--- src/verilog/cgs_clk_div.sv ---
package cgs_pkg;
  // ==========================================================
  // Timing
  localparam int unsigned CLK_MHZ = 25;
  localparam int unsigned STRAP_TIME_US = 2000;
  localparam int unsigned STRAP_CYCLES = STRAP_TIME_US * CLK_MHZ;
  localparam int unsigned STRAP_CNT_W = 20;
  localparam int unsigned HALF_W = 5;
  // ==========================================================
  // Half periods in core clocks, scaled model of each rate
  localparam logic [4:0] HALF_HOST_133 = 5'h03;
  localparam logic [4:0] HALF_HOST_100 = 5'h04;
  localparam logic [4:0] HALF_HOST_66 = 5'h06;
  localparam logic [4:0] HALF_PERIPH = 5'h0C;
  localparam logic [4:0] HALF_LEGACY_24 = 5'h10;
  localparam logic [4:0] HALF_LEGACY_48 = 5'h08;
  localparam logic [4:0] HALF_REF = 5'h1C;
  // ==========================================================
  // Strap pin positions
  localparam int unsigned STRAP_PINS = 6;
  localparam int unsigned PIN_LEGACY = 5;
  localparam int unsigned PIN_REF = 3;
  localparam int unsigned PIN_FIXED48 = 4;
  // ==========================================================
  // Reset values and named codes
  localparam logic [4:0] FREQ_CODE_RST = 5'h00;
  localparam logic [4:0] CODE_FULL_66 = 5'h0C;
  localparam logic [4:0] CODE_FULL_100 = 5'h1D;
  localparam logic [4:0] CODE_FULL_133 = 5'h1E;
  localparam logic [1:0] LOW_EDGES_NEEDED = 2'h2;

  typedef enum logic [2:0] {
    CGS_ST_STRAP = 3'h1,
    CGS_ST_RUN = 3'h2,
    CGS_ST_DOWN = 3'h4
  } cgs_state_t;
endpackage

// Toggle divider; output held low and counter cleared while stopped
module cgs_clk_div (
  // Clock and reset
  input wire logic clk,
  input wire logic rst_n,
  // Control
  input wire logic run,
  input wire logic [cgs_pkg::HALF_W-1:0] half,
  // Clock out
  output logic clk_o,
  output logic rise,
  output logic fall
);
  logic [cgs_pkg::HALF_W-1:0] cnt_r;
  logic hit;

  assign hit = run && (cnt_r + 5'h01 >= half);
  assign rise = hit && !clk_o;
  assign fall = hit && clk_o;

  always_ff @(posedge clk or negedge rst_n) begin
    if (!rst_n) begin
      cnt_r <= 5'h00;
    end else if (!run || hit) begin
      cnt_r <= 5'h00;
    end else begin
      cnt_r <= cnt_r + 5'h01;
    end
  end

  always_ff @(posedge clk or negedge rst_n) begin
    if (!rst_n) begin
      clk_o <= 1'b0;
    end else if (!run) begin
      clk_o <= 1'b0;
    end else if (hit) begin
      clk_o <= !clk_o;
    end
  end
endmodule // cgs_clk_div

--- src/verilog/cgs_clock_gen.sv ---
module cgs_clock_gen #(
  parameter int unsigned STRAP_CYCLES = cgs_pkg::STRAP_CYCLES
) (
  // Clock and reset
  input wire logic clk,
  input wire logic rst_n,
  // Power management
  input wire logic power_down_n,
  output logic pll_enable,
  output logic powered_down,
  // Dual-purpose strap pins: 0..4 select bits, 5 legacy-I/O select
  input wire logic [cgs_pkg::STRAP_PINS-1:0] strap_pin_in,
  output logic [cgs_pkg::STRAP_PINS-1:0] strap_pin_out,
  output logic [cgs_pkg::STRAP_PINS-1:0] strap_pin_oe,
  // Clock outputs
  output logic [1:0] host_clock_out,
  output logic [12:0] memory_clock_out,
  output logic [4:0] periph_clock_out,
  output logic intr_ctrl_clock_out,
  // Latched straps
  output logic [4:0] freq_select_code,
  output logic legacy_io_clock_sel
);
  // ==========================================================
  // Rate lookup
  function automatic logic [4:0] host_half_of(input logic [4:0] code);
    case (code)
      5'h0C, 5'h08, 5'h18, 5'h19, 5'h00, 5'h1C: host_half_of = cgs_pkg::HALF_HOST_66;
      5'h0E, 5'h0F, 5'h1E, 5'h1F, 5'h1B, 5'h1A, 5'h02, 5'h03, 5'h04, 5'h06,
      5'h07, 5'h0A, 5'h0B, 5'h10, 5'h11, 5'h12: host_half_of = cgs_pkg::HALF_HOST_133;
      default: host_half_of = cgs_pkg::HALF_HOST_100;
    endcase
  endfunction

  function automatic logic [4:0] mem_half_of(input logic [4:0] code);
    case (code)
      5'h02, 5'h04, 5'h06, 5'h0A, 5'h0E, 5'h14, 5'h1B, 5'h1E: mem_half_of = cgs_pkg::HALF_HOST_133;
      default: mem_half_of = cgs_pkg::HALF_HOST_100;
    endcase
  endfunction

  // ==========================================================
  // State
  cgs_pkg::cgs_state_t state_r;
  logic [cgs_pkg::STRAP_CNT_W-1:0] strap_cnt_r;
  logic pd_meta_r;
  logic pd_sync_r;
  logic [1:0] low_edges_r;
  logic [cgs_pkg::STRAP_PINS-1:0] strap_meta_r;
  logic [cgs_pkg::STRAP_PINS-1:0] strap_sync_r;
  logic [4:0] code_r;
  logic legacy_sel_r;
  logic running;
  logic strap_done;
  logic [4:0] host_half;
  logic [4:0] mem_half;
  logic [4:0] legacy_half;
  logic host_clk;
  logic host_rise;
  logic host_fall;
  logic mem_clk;
  logic periph_clk;
  logic legacy_clk;
  logic ref_clk;
  logic fixed48_clk;
  logic antiphase;
  logic mem_out;

  assign running = (state_r == cgs_pkg::CGS_ST_RUN);
  assign strap_done = (strap_cnt_r >= STRAP_CYCLES[cgs_pkg::STRAP_CNT_W-1:0] - 20'h00001);
  assign host_half = host_half_of(code_r);
  assign mem_half = mem_half_of(code_r);
  assign legacy_half = legacy_sel_r ? cgs_pkg::HALF_LEGACY_24 : cgs_pkg::HALF_LEGACY_48;
  assign antiphase = (host_half == cgs_pkg::HALF_HOST_100) && (mem_half == cgs_pkg::HALF_HOST_100);

  // ==========================================================
  // Synchronisers for the asynchronous inputs
  always_ff @(posedge clk or negedge rst_n) begin
    if (!rst_n) begin
      pd_meta_r <= 1'b1;
      pd_sync_r <= 1'b1;
    end else begin
      pd_meta_r <= power_down_n;
      pd_sync_r <= pd_meta_r;
    end
  end

  always_ff @(posedge clk or negedge rst_n) begin
    if (!rst_n) begin
      strap_meta_r <= '0;
      strap_sync_r <= '0;
    end else begin
      strap_meta_r <= strap_pin_in;
      strap_sync_r <= strap_meta_r;
    end
  end

  // ==========================================================
  // Strap window counter
  always_ff @(posedge clk or negedge rst_n) begin
    if (!rst_n) begin
      strap_cnt_r <= '0;
    end else if (state_r == cgs_pkg::CGS_ST_STRAP && !strap_done) begin
      strap_cnt_r <= strap_cnt_r + 20'h00001;
    end
  end

  // Straps caught once; only a new reset reopens the window
  always_ff @(posedge clk or negedge rst_n) begin
    if (!rst_n) begin
      code_r <= cgs_pkg::FREQ_CODE_RST;
      legacy_sel_r <= 1'b0;
    end else if (state_r == cgs_pkg::CGS_ST_STRAP && strap_done) begin
      code_r <= strap_sync_r[4:0];
      legacy_sel_r <= strap_sync_r[cgs_pkg::PIN_LEGACY];
    end
  end

  // ==========================================================
  // Low-edge counter on host rising edges
  always_ff @(posedge clk or negedge rst_n) begin
    if (!rst_n) begin
      low_edges_r <= 2'h0;
    end else if (pd_sync_r) begin
      low_edges_r <= 2'h0;
    end else if (host_rise && low_edges_r != cgs_pkg::LOW_EDGES_NEEDED) begin
      low_edges_r <= low_edges_r + 2'h1;
    end
  end

  // ==========================================================
  // Mode control; power-down is not honoured inside the strap window
  always_ff @(posedge clk or negedge rst_n) begin
    if (!rst_n) begin
      state_r <= cgs_pkg::CGS_ST_STRAP;
    end else begin
      case (state_r)
        cgs_pkg::CGS_ST_STRAP: begin
          if (strap_done) begin
            state_r <= cgs_pkg::CGS_ST_RUN;
          end
        end
        cgs_pkg::CGS_ST_RUN: begin
          if (low_edges_r == cgs_pkg::LOW_EDGES_NEEDED && host_fall && !pd_sync_r) begin
            state_r <= cgs_pkg::CGS_ST_DOWN;
          end
        end
        cgs_pkg::CGS_ST_DOWN: begin
          if (pd_sync_r) begin
            state_r <= cgs_pkg::CGS_ST_RUN;
          end
        end
        default: state_r <= cgs_pkg::CGS_ST_STRAP;
      endcase
    end
  end

  // ==========================================================
  // Clock groups; the host fall that triggers entry lands low and stays low
  cgs_clk_div u_host (.clk(clk), .rst_n(rst_n), .run(running), .half(host_half),
    .clk_o(host_clk), .rise(host_rise), .fall(host_fall));
  cgs_clk_div u_mem (.clk(clk), .rst_n(rst_n), .run(running), .half(mem_half),
    .clk_o(mem_clk), .rise(), .fall());
  cgs_clk_div u_periph (.clk(clk), .rst_n(rst_n), .run(running), .half(cgs_pkg::HALF_PERIPH),
    .clk_o(periph_clk), .rise(), .fall());
  cgs_clk_div u_legacy (.clk(clk), .rst_n(rst_n), .run(running), .half(legacy_half),
    .clk_o(legacy_clk), .rise(), .fall());
  cgs_clk_div u_ref (.clk(clk), .rst_n(rst_n), .run(running), .half(cgs_pkg::HALF_REF),
    .clk_o(ref_clk), .rise(), .fall());
  cgs_clk_div u_fixed48 (.clk(clk), .rst_n(rst_n), .run(running), .half(cgs_pkg::HALF_LEGACY_48),
    .clk_o(fixed48_clk), .rise(), .fall());

  // Antiphase reuses the host divider, so the two never drift apart
  assign mem_out = antiphase ? (running && !host_clk) : mem_clk;

  assign host_clock_out = {2{host_clk}};
  assign memory_clock_out = {13{mem_out}};
  assign periph_clock_out = {5{periph_clk}};
  assign intr_ctrl_clock_out = periph_clk;
  assign pll_enable = (state_r != cgs_pkg::CGS_ST_DOWN);
  assign powered_down = (state_r == cgs_pkg::CGS_ST_DOWN);
  assign freq_select_code = code_r;
  assign legacy_io_clock_sel = legacy_sel_r;

  // ==========================================================
  // Dual-purpose pins
  assign strap_pin_oe = (state_r == cgs_pkg::CGS_ST_STRAP) ? '0 : '1;
  assign strap_pin_out = {legacy_clk, fixed48_clk, ref_clk, {3{periph_clk}}};
endmodule // cgs_clock_gen

--- config.mk ---
export PLATFORM = sky130hd
export DESIGN_NAME = cgs_clock_gen
export DESIGN_NICKNAME = d
export VERILOG_FILES = /design/src/verilog/cgs_clk_div.sv /design/src/verilog/cgs_clock_gen.sv
export SDC_FILE = /design/constraint.sdc
export NUM_CORES = 1
export LEC_CHECK = 0
export BUFFER_PORTS_ARGS = -buffer_cell sky130_fd_sc_hd__clkbuf_2
export CORE_MARGIN = 8
export CORE_UTILIZATION = 40
export CTS_BUF_LIST = sky130_fd_sc_hd__clkbuf_8 sky130_fd_sc_hd__clkbuf_16
export DETAILED_ROUTE_END_ITERATION = 7
export PLACE_DENSITY_LB_ADDON = 0.3
export SYNTH_ARGS = -nofsm -noshare
export SYNTH_HDL_FRONTEND = slang
export SYNTH_SLANG_ARGS = --single-unit
--- constraint.sdc ---
create_clock -name clk -period 3.3 [get_ports clk]
set_input_delay 0 -clock clk [delete_from_list [all_inputs] [get_ports clk]]
set_output_delay 0 -clock clk [all_outputs]
set_load 0.02 [all_outputs]
# Word level (Yosys, flattened, before mapping)
# Memory sizes are Yosys's and may differ from the RTL's.
# Index checks and enable logic that the tools add are counted.
# totals
regBits,81
romBits,192
word_cells,114
mem_count,2
input_bits,9
mem_bits_rw,0
latch_bits,0
out_inout_bits,41
# memory_table
memory,depth,word_bits,read_ports,rd_clocked_by_memory_dff,wr,line_no,source
(no name shown),32,3,1,0,0,cgs_clock_gen.sv:36,case (code)
(no name shown),32,3,1,0,0,cgs_clock_gen.sv:27,case (code)
# op_classes
n_lt_le_gt_ge,7
div,0
n_mul,0
bitwise,0
n_shift,0
n_mux,27
n_addsub,8
n_eq_ne,17
reduce_logical,32
# op_table
cell,count
$mux 5,7
$add 5x1->5 const B,6
$add 20x1->20 const B,1
$ge 20x16->1 const B,1
$ne 2x1->1 const B,8
$ge 5x5->1,3
$logic_and 1x1->1,15
$mux 1,13
$eq 5x3->1 const B,2
$ge 5x4->1 const B,2
$logic_not 1->1,9
$mux 3,3
$pmux 3 s3,1
$logic_or 1x1->1,6
$mux 6,1
$ge 5x5->1 const B,1
$mux 2,2
$ne 2x2->1 const B,2
$eq 3x1->1 const B,1
$eq 3x2->1 const B,1
$eq 3x3->1 const B,1
$ne 3x3->1 const B,1
$reduce_and 3->1,1
$add 2x1->2 const B,1
2 further kinds,2

# Depth between registers and ports, before layout
# Gate-level depths: netlist (run 1).
# logic_depth
depth_word,8
ltp_mapped,11
ltp_nobuf,11

# Cells and area by module
# Synthesis (run 1) repeated with hierarchy kept, for this count alone.
# unflattened
cells_unflattened,457
hier_area_um2,4649.5
# modules_own_cells
mod,area_per_inst_um2,cells_each,instances,seq_area_each_um2
cgs_clk_div,417.9,44,6,150.1
cgs_clock_gen,2142.1,193,1,1129.8

# Worst setup path before layout (run 1)
# No wires, ideal clock.
# synth_timing
kind,flip-flop to flip-flop
from,"register code_r[2], in the netlist freq_select_code[2]"
to,register u_mem.clk_o
arrival_ns,2.557
setup_slack_ns,0.618
required_time_ns,3.175
setup_time_ns,0.125
stages_incl_launch_ff,12
path_buffers,1
period_less_slack_ns,2.682
cell_sequence,dfrtp_1 clkbuf_1 inv_1 nor3_1 a21oi_1 a21oi_1 ha_1 nand2b_1 a21oi_1 nor2b_1 or4_4 mux2_4
# synth_between
elab_chain_len,4
# synth_rtl
element,line_no,source
start: declaration,cgs_clock_gen.sv:51,logic [4:0] code_r;
start signal: assignment,cgs_clock_gen.sv:111,code_r <= cgs_pkg::FREQ_CODE_RST;
start signal: assignment,cgs_clock_gen.sv:114,code_r <= strap_sync_r[4:0];
$mem_v2 32x3,n/a,
$ge 5x5->1,cgs_clk_div.sv:55,assign hit = run && (cnt_r + 5'h01 >= half);
$logic_and 1x1->1,cgs_clk_div.sv:55,
$ne 2x1->1 (no line),n/a,
end signal: assignment,cgs_clk_div.sv:75,clk_o <= !clk_o;
end: declaration,cgs_clk_div.sv:48,"output logic clk_o,"
# No other way between the ends.
# A chain may end at the register's enable or synchronous reset.

# Worst setup path in the final report (run 1)
# Same ends and word-level chain as after synthesis.

==> insert_results.sql, run 1 <==
INSERT INTO impl_metrics (metric_group, metric, value, unit) VALUES
('synth', 'synth_cell_type_count', '51', ''),
('cells_and_area', 'final_layout_size_suffix_gt1_frac', '0.242', ''),
('setup_path', 'crit_path_max_fanout', '10', ''),
('synth', 'ys_warn_count', '0', ''),
('timing', 'fin_skew', '12.8', 'ps'),
('global_routing', 'grt_max_degree', '82', ''),
('global_routing', 'first_global_vias', '2486', ''),
('detailed_routing', 'avgViaCountPerCell', '4.71', ''),
('timing', 'final.period_utilization', '0.827', ''),
('clocking', 'cts_root_buf', 'clkbuf_8', ''),
('synth', 'netlist.top_cell.by_area', 'dfrtp_1', ''),
('synth', 'synth_top_area_frac', '0.507', ''),
('detailed_routing', 'postRouteWirelength', '6480', 'um'),
('synth', 'synthesis.area', '3850', 'um2'),
('cells_and_area', 'antennaDiodeCount', '0', ''),
('clocking', 'cts_max_level', '3', ''),
('floorplanning', 'initial_core_util', '0.403', ''),
('detailed_routing', 'route.detailed.wl_per_inst', '12.6', 'um'),
('synth', 'async_flop_share', '1.00', ''),
('setup_path', 'regToRegStartpoint', 'freq_select_code[2]$_DFFE_PN0P_', ''),
('timing', 'rsz0062_at_grt', 'no', ''),
('timing', 'slew_violations', '0', ''),
('setup_path', 'worstPathRequired', '3550', 'ps'),
('clocking', 'ctsResizeCount', '0', ''),
('timing', 'setup-tns-final', '0', 'ps'),
('setup_path', 'worst-setup-path-type', 'reg2reg', ''),
('setup_path', 'reg2reg_depth', '10', ''),
('global_routing', 'globalRouteOverflowTotal', '0', ''),
('timing', 'timing.final.hold_violations', '0', ''),
('detailed_routing', 'drt_first_iter_violations', '114', ''),
('synth', 'synth-edff-count', '0', ''),
('setup_path', 'r2r-end', 'u_mem.clk_o$_DFFE_PN0P_', ''),
('detailed_routing', 'remaining_drc_errors', '0', ''),
('power_and_ir_drop', 'totalPowerFinal', '1.78', 'mW'),
('floorplanning', 'design.portCount', '50', ''),
('power_and_ir_drop', 'power.ir.vdd_worst', '323', 'uV'),
('clocking', 'cts_made_buffers', '9', ''),
('synth', 'synth-seq-cells', '81', ''),
('timing', 'max_freq', '367', 'MHz'),
('synth', 'postSynth.topFlopCell', 'dfrtp_1', ''),
('run_status', 'run_status', 'finished clean', ''),
('clocking', 'clock_path_buffers', '2', ''),
('setup_path', 'worst_setup_path_start_kind', 'flop', ''),
('timing', 'finalSetupViolations', '0', ''),
('setup_path', 'critPathCaptureType', 'flop', ''),
('setup_path', 'reg2reg_setup_slack', '570', 'ps'),
('detailed_routing', 'route.vias.total', '2417', ''),
('power_and_ir_drop', 'p_leak', '2.19', 'nW'),
('clocking', 'cts_setup_buffers', '0', ''),
('clocking', 'clock_insertion_delay_worst_skew', '350', 'ps'),
('synth', 'yosysSeqAreaShare', '0.527', ''),
('cells_and_area', 'area_growth_syn_to_fin', '12.5', '%'),
('synth', 'postSynthCellCount', '338', ''),
('global_routing', 'grt_use_total', '0.107', ''),
('synth', 'synth.avg_cell_area', '11.4', 'um2'),
('global_routing', 'first_pass_grt_wire_length', '11200', 'um'),
('timing', 'timing.slew.headroom', '0.333', ''),
('placement', 'place_hpwl', '4620', 'um'),
('global_routing', 'antenna_violations_before_repair', '0', ''),
('synth', 'synth_top_cells_by_area', 'dfrtp_1, ha_1, buf_4', ''),
('min_path', 'hp-class', 'in2reg', ''),
('floorplanning', 'die_area', '13000', 'um2'),
('clocking', 'tritoncts_clock_tree', 'done', ''),
('detailed_routing', 'detailed_router_iteration_count_before_antenna_repair', '5', ''),
('flow_run', 'maxCapViolations', '0', ''),
('clocking', 'cts_sinks', '81', ''),
('clocking', 'clock_pin_transition_on_the_worst_setup_and_hold_timing_paths', '90', 'ps'),
('min_path', 'min_path_cells', '2', ''),
('floorplanning', 'design.core.area', '9550', 'um2'),
('floorplanning', 'height_of_the_chip', '114', 'um'),
('min_path', 'min_delay_worst_endpoint', 'pd_meta_r$_DFF_PN1_', ''),
('timing', 'worstMarginPinSlew', '1000', 'ps'),
('power_and_ir_drop', 'pwr_density_cell', '411', 'nW/um2'),
('floorplanning', 'floorplan.rows', '36', ''),
('timing', 'period_minus_slack', '2730', 'ps'),
('setup_path', 'arrival', '2980', 'ps'),
('synth', 'post-synth-top-count-cell', 'dfrtp_1', ''),
('floorplanning', 'die_w', '114', 'um'),
('clocking', 'cts_hold_buffers', '8', ''),
('cells_and_area', 'nets', '404', ''),
('placement', 'buffer_ports.inserted', '49', ''),
('synth', 'synth.top_cells.by_count', 'dfrtp_1, buf_4, nor2_1, ha_1, xnor2_1', ''),
('detailed_routing', 'ant_nets', '0', ''),
('min_path', 'holdCritStartpoint', 'power_down_n', ''),
('placement', 'place_congestion', '0.751', '');
[flip-flops by register name, summed over array words and instances, names as in the netlist]
| name | count |
|---|---|
| state_r | 3 |
| u_host.clk_o | 1 |
| u_host.cnt_r | 5 |
| pd_meta_r | 1 |
| legacy_io_clock_sel | 1 |
| freq_select_code | 5 |
| u_fixed48.cnt_r | 5 |
| pd_sync_r | 1 |
| u_ref.cnt_r | 5 |
| strap_cnt_r | 20 |
| low_edges_r | 2 |
| u_periph.clk_o | 1 |
| u_fixed48.clk_o | 1 |
| strap_meta_r | 6 |
| u_periph.cnt_r | 5 |
| u_legacy.clk_o | 1 |
| u_legacy.cnt_r | 5 |
| strap_sync_r | 6 |
| u_mem.clk_o | 1 |
| u_mem.cnt_r | 5 |
| u_ref.clk_o | 1 |
[stage by stage]
step | utilization | hold slack [ps] | instances | cell area (um2) | setup WS [ps]
4_1_cts | 0.454 | 257 | 513 | 4330 | 585
2_1_floorplan | - | -296 | 344 | 3870 | 618
3_5_place_dp | 0.424 | 89.7 | 489 | 4050 | 585
6_report | 0.454 | 283 | 513 | 4330 | 572
3_3_place_gp | 0.424 | 88.2 | 489 | 4050 | 734
5_1_grt | 0.454 | 267 | 513 | 4330 | 392
[layout by cell type (no fill, tap or decap), types with 3 or more instances in the layout]
| master | netlist | routed |
|---|---|---|
| nand4_1 | 4 | 4 |
| nor3_1 | 4 | 4 |
| nor2b_1 | 7 | 7 |
| a21oi_1 | 11 | 11 |
| nor4_4 | 3 | 3 |
| nand2_1 | 19 | 19 |
| a31oi_1 | 4 | 4 |
| ha_1 | 20 | 20 |
| xnor2_1 | 20 | 20 |
| and3_1 | 13 | 13 |
| clkbuf_2 | 0 | 48 |
| dfstp_2 | 3 | 3 |
| nor2_1 | 28 | 28 |
| conb_1 | 1 | 7 |
| inv_1 | 10 | 10 |
| mux2_2 | 7 | 7 |
| dlygate4sd3_1 | 0 | 8 |
| nand3_1 | 15 | 15 |
| dfrtp_1 | 78 | 78 |
| nand2b_1 | 4 | 4 |
| o21ai_0 | 6 | 6 |
| buf_4 | 31 | 3 |
| clkbuf_8 | 0 | 10 |
| xor2_1 | 13 | 13 |
[logic make-up (layout without fill, tap and decap cells)]
| kind of cell | after synthesis | in the layout | synth area share |
|---|---|---|---|
| and+or+nand+nor | 108 | 108 | 0.162 |
| other | 1 | 7 | 0.000974 |
| adders and majority gates | 20 | 20 | 0.0650 |
| buffers and inverters | 49 | 85 | 0.0780 |
| xor gates and xnor gates | 33 | 33 | 0.0751 |
| DFF | 81 | 81 | 0.527 |
| muxes | 9 | 9 | 0.0270 |
| AOI/OAI and AO/OA | 37 | 37 | 0.0647 |
[where the power goes]
group / switching (mW) / internal [mW]
Sequential: 0.00528 / 1.01
Clock: 0.362 / 0.371
Combinational: 0.0247 / 0.0137
Total: 0.392 / 1.39
[final cells by class]
type / count / area [um2]
Clock inverter: 6 / 67.6
Clock buffer: 10 / 138
Inverter: 10 / 37.5
Fill cell: 909 / 5220
Multi-Input combinational cell: 214 / 1550
Timing Repair Buffer: 59 / 343
Sequential cell: 81 / 2030
Tap cell: 133 / 166
[routing by layer]
metal,vias to the layer above,global-route usage,share of wire
met2,59,0.179,0.48
met1,1158,0.124,0.46
met4,0,0.0319,0.0056
met3,7,0.0422,0.063
met5,-,0,0
li1,1193,-,-
[worst max-delay path by stage]
| stage | to | start | slack, ps |
|---|---|---|---|
| after CTS | u_mem.clk_o$_DFFE_PN0P_ | freq_select_code[2]$_DFFE_PN0P_ | 590 |
| after detailed placement | u_mem.clk_o$_DFFE_PN0P_ | freq_select_code[2]$_DFFE_PN0P_ | 580 |
| after global placement | u_mem.clk_o$_DFFE_PN0P_ | freq_select_code[2]$_DFFE_PN0P_ | 730 |
| final | u_mem.clk_o$_DFFE_PN0P_ | freq_select_code[2]$_DFFE_PN0P_ | 570 |
| after floorplan | u_mem.clk_o$_DFFE_PN0P_ | freq_select_code[2]$_DFFE_PN0P_ | 620 |
| after global routing | u_mem.clk_o$_DFFE_PN0P_ | freq_select_code[2]$_DFFE_PN0P_ | 390 |
[critical path: stages (launching register included)]
cell and delay, ps:
dfrtp_1 510, inv_1 90, nor3_1 180, a21oi_1 60, a21oi_1 390, ha_1 310
nand2b_1 150, a21oi_1 140, nor2b_1 60, or4_4 440, mux2_4 310
No activity file was read; power rests on OpenSTA's default activity.
==> run 2: changes to the inputs <==
Settings changed: ABC_AREA set to 1.
Clock period 3.3 ns to 2.7 ns, I/O delays scaled along.
==> run 2 against run 1 <==
Sequential cell count unchanged. Utilization shrank 0.19 points. Combinational power is 13% higher. Worst hold slack better by 17 ps. Cell count increased by 24%. Synthesized cell count up 36%. Die area up 5.7%. Largest power group unchanged. Power grew 27%. Non-clock buffer count down 1. Critical endpoint unchanged. Register-to-register slack worse by 200 ps. Critical path type unchanged. Routed wire length grew 8.0%. Worst setup slack got worse by 200 ps.
==> insert_results.sql, run 2 <==
INSERT INTO impl_metrics (metric_group, metric, value, unit) VALUES
('timing', 'worstMarginPinSlew', '986', 'ps'),
('timing', 'finalSetupViolations', '0', ''),
('global_routing', 'globalRouteMet1Util', '0.129', ''),
('cells_and_area', 'antennaDiodeCount', '0', ''),
('cells_and_area', 'top_regs', 'strap_cnt_r: 20 flops, strap_meta_r: 6 flops, strap_sync_r: 6 flops', ''),
('cells_and_area', 'area_growth_syn_to_fin', '11.6', '%'),
('power_and_ir_drop', 'power.share.sequential', '0.547', ''),
('detailed_routing', 'postRouteWirelength', '7000', 'um'),
('synth', 'ys_warn_count', '0', ''),
('cells_and_area', 'finish.instance_area', '4580', 'um2'),
('floorplanning', 'design.portCount', '50', ''),
('clocking', 'tritoncts_clock_tree', 'done', ''),
('synth', 'synth_compound_gate_area_share', '0.0549', ''),
('synth', 'synth_top_area_frac', '0.476', ''),
('global_routing', 'grt_busiest_layer', 'met2', ''),
('clocking', 'cts_sinks', '81', ''),
('global_routing', 'first_global_vias', '2902', ''),
('power_and_ir_drop', 'comb_power_share', '0.019', ''),
('synth', 'synthesis.area', '4100', 'um2'),
('detailed_routing', 'avgViaCountPerCell', '4.51', ''),
('synth', 'yosys.area_share.adder', '0.0610', ''),
('setup_path', 'crit_path_max_fanout', '5', ''),
('placement', 'place_congestion', '0.817', ''),
('power_and_ir_drop', 'power.ir.vdd_worst', '191', 'uV'),
('setup_path', 'worst_setup_path_startpoint', 'freq_select_code[1]$_DFFE_PN0P_', ''),
('power_and_ir_drop', 'pwr_density_cell', '493', 'nW/um2'),
('timing', 'timing.final.hold_violations', '0', ''),
('setup_path', 'worst_setup_path_start_kind', 'flop', ''),
('setup_path', 'reg2reg_setup_slack', '370', 'ps'),
('placement', 'buffer_ports.inserted', '49', ''),
('synth', 'synth_top_cells_by_area', 'dfrtp_1, nand2_1, ha_1', ''),
('detailed_routing', 'ant_nets', '0', ''),
('placement', 'placed_area', '4270', 'um2'),
('setup_path', 'worst-setup-path-type', 'reg2reg', ''),
('synth', 'postSynthCellCount', '459', ''),
('synth', 'netlist.top_cell.by_area', 'dfrtp_1', ''),
('cells_and_area', 'final_cell_mix', 'nand2_1, dfrtp_1, inv_1, nor2_1, clkbuf_2', ''),
('global_routing', 'gr-usage-met2', '0.205', ''),
('power_and_ir_drop', 'netSwitchingFraction', '0.216', ''),
('min_path', 'hp-class', 'in2reg', ''),
('synth', 'postSynth.topFlopCell', 'dfrtp_1', ''),
('cells_and_area', 'final_layout_size_suffix_gt1_frac', '0.164', ''),
('cells_and_area', 'largest_register_ffs', '20', ''),
('synth', 'synth_cell_type_count', '35', ''),
('global_routing', 'grt_use_total', '0.115', ''),
('synth', 'dominant_combinational_cell_family_by_area_after_synthesis', 'simple AND/OR/NAND/NOR gates', ''),
('power_and_ir_drop', 'p_leak', '2.34', 'nW'),
('clocking', 'clock_pin_transition_on_the_worst_setup_and_hold_timing_paths', '80', 'ps'),
('synth', 'post_synth_and_or_nand_nor_area_fraction', '0.213', ''),
('timing', 'post-route-worst-setup-slack', '368', 'ps'),
('synth', 'synth.top_cells.by_count', 'nand2_1, dfrtp_1, inv_1, nor2_1, nand3_1', ''),
('floorplanning', 'initial_core_util', '0.405', ''),
('floorplanning', 'design.core.area', '10100', 'um2'),
('power_and_ir_drop', 'clock_power_share', '0.434', ''),
('synth', 'post-synth-top-count-cell', 'nand2_1', ''),
('detailed_routing', 'detailed_router_iteration_count_before_antenna_repair', '4', ''),
('synth', 'yosysSeqAreaShare', '0.495', ''),
('timing', 'slew_violations', '0', ''),
('synth', 'synth-edff-count', '0', ''),
('synth', 'synth.mux.area_fraction', '0', ''),
('global_routing', 'grt.met3_usage', '0.0267', ''),
('placement', 'place_hpwl', '5110', 'um'),
('global_routing', 'antenna_violations_before_repair', '0', ''),
('run_status', 'run_status', 'finished clean', ''),
('timing', 'timing.slew.headroom', '0.343', ''),
('setup_path', 'critPathCaptureType', 'flop', ''),
('placement', 'pre_cts_ws', '318', 'ps'),
('cells_and_area', 'largest_register', 'strap_cnt_r', ''),
('timing', 'rsz0062_at_grt', 'no', ''),
('setup_path', 'arrival', '2550', 'ps'),
('synth', 'synth.avg_cell_area', '8.94', 'um2'),
('synth', 'synth-seq-cells', '81', ''),
('detailed_routing', 'route.detailed.wl_per_inst', '11.0', 'um'),
('floorplanning', 'floorplan.rows', '37', ''),
('clocking', 'clock_path_buffers', '2', ''),
('setup_path', 'worstPathRequired', '2920', 'ps'),
('timing', 'fin_skew', '12.9', 'ps'),
('global_routing', 'globalRouteOverflowTotal', '0', ''),
('flow_run', 'maxCapViolations', '0', ''),
('setup_path', 'regToRegStartpoint', 'freq_select_code[1]$_DFFE_PN0P_', ''),
('timing', 'max_freq', '429', 'MHz'),
('floorplanning', 'die_area', '13800', 'um2'),
('detailed_routing', 'route.vias.total', '2873', ''),
('power_and_ir_drop', 'internal_power', '1.77', 'mW'),
('clocking', 'cts_made_buffers', '9', ''),
('power_and_ir_drop', 'p_switching', '0.487', 'mW'),
('floorplanning', 'die_w', '117', 'um'),
('clocking', 'cts_setup_buffers', '0', ''),
('global_routing', 'first_pass_grt_wire_length', '12600', 'um'),
('synth', 'xor_xnor_cell_area_share_of_the_yosys_netlist', '0.0534', ''),
('min_path', 'holdCritStartpoint', 'strap_pin_in[2]', ''),
('clocking', 'cts_root_buf', 'clkbuf_8', ''),
('detailed_routing', 'drt_first_iter_violations', '157', ''),
('timing', 'final.period_utilization', '0.864', ''),
('clocking', 'cts_max_level', '3', ''),
('synth', 'async_flop_share', '1.00', ''),
('floorplanning', 'height_of_the_chip', '117', 'um'),
('clocking', 'clock_insertion_delay_worst_skew', '340', 'ps'),
('timing', 'setup-tns-final', '0', 'ps'),
('detailed_routing', 'remaining_drc_errors', '0', ''),
('cells_and_area', 'most_common_cell_after_layout_fill_and_taps_aside', 'nand2_1', ''),
('global_routing', 'grt_max_degree', '82', ''),
('cells_and_area', 'nets', '525', ''),
('timing', 'period_minus_slack', '2330', 'ps');
==> run 2: changes by cell type in the layout (fill, tap and decap cells not counted), moves of 11 or more <==
cell / change
nand2_1: +66
inv_1: +47
nor2_1: +25
nand3_1: +20
and3_1: -13
o21ai_0: +11
==> run 2: path summary, 6_finish.rpt <==
| check | endpoint | cells after the start |
|---|---|---|
| setup / recovery | u_mem.clk_o$_DFFE_PN0P_ | 13 |
| hold / removal | strap_meta_r[2]$_DFF_PN0_ | 2 |
| setup reg to reg | u_mem.clk_o$_DFFE_PN0P_ | 13 |
| hold reg to reg | pd_sync_r$_DFF_PN1_ | 0 |
| max in group asynchronous | strap_meta_r[2]$_DFF_PN0_ | 2 |
| min in group asynchronous | u_legacy.clk_o$_DFFE_PN0P_ | 2 |
==> run 2: per-stage QoR <==
step | hold WS, ps | util | std cells | total power [mW]
detailed placement | 102 | 0.422 | 613 | 1.30
finish | 300 | 0.452 | 637 | 2.26
global placement | 105 | 0.422 | 613 | 1.30
floorplan | -296 | - | 465 | 1.26
global route | 286 | 0.452 | 637 | 2.36
CTS | 277 | 0.452 | 637 | 2.30
==> run 2: metal layers <==
metal  vias up  share of wire
met5         -              0
met4         0          0.016
met3        11          0.045
met2        41           0.50
met1      1336           0.44
li1       1485              -
==> run 2: worst max-delay path, cell delays in order (launching register included) <==
cell and delay, ps:
dfrtp_1 440, inv_1 140, nand2_1 80, nand3_1 70, o21ai_0 70, o21ai_1 280, inv_1 120, ha_1 290
inv_1 60, a21boi_0 80, o21ai_0 160, nand4_1 210, nor2_1 140, a21oi_1 50
==> run 2: repair_timing <==
action                                 4_1_cts  5_1_grt
hold buffers                                 8        0
gates resized for setup                      0        1
endpoints found under the hold margin       85        0
setup endpoints to repair                    0        1
==> run 2: power groups by stage <==
| stage | Combinational (mW) | Sequential, mW | Clock [mW] |
|---|---|---|---|
| after CTS | 0.0457 | 1.24 | 1.01 |
| after detailed placement | 0.0368 | 1.26 | 0 |
| after floorplan | 0.00568 | 1.26 | 0 |
| after global placement | 0.0361 | 1.26 | 0 |
| final | 0.0432 | 1.24 | 0.980 |
| after global routing | 0.0523 | 1.24 | 1.07 |
==> run 2: kinds of logic after synthesis <==
family                     count (synthesis)
other                                      1
DFF                                       81
adders and majority gates                 20
buffers and inverters                     97
xor gates and xnor gates                  25
AOI/OAI and AO/OA                         39
and+or+nand+nor                          196
==> run 2: cell type report <==
cell class	count	area, um2
fill	971	5560
sequential	81	2030
multi-input combinational	287	1600
timing repair buffer	58	335
inverter	59	221
tap	136	170
clock buffer	9	124
clock inverter	7	101
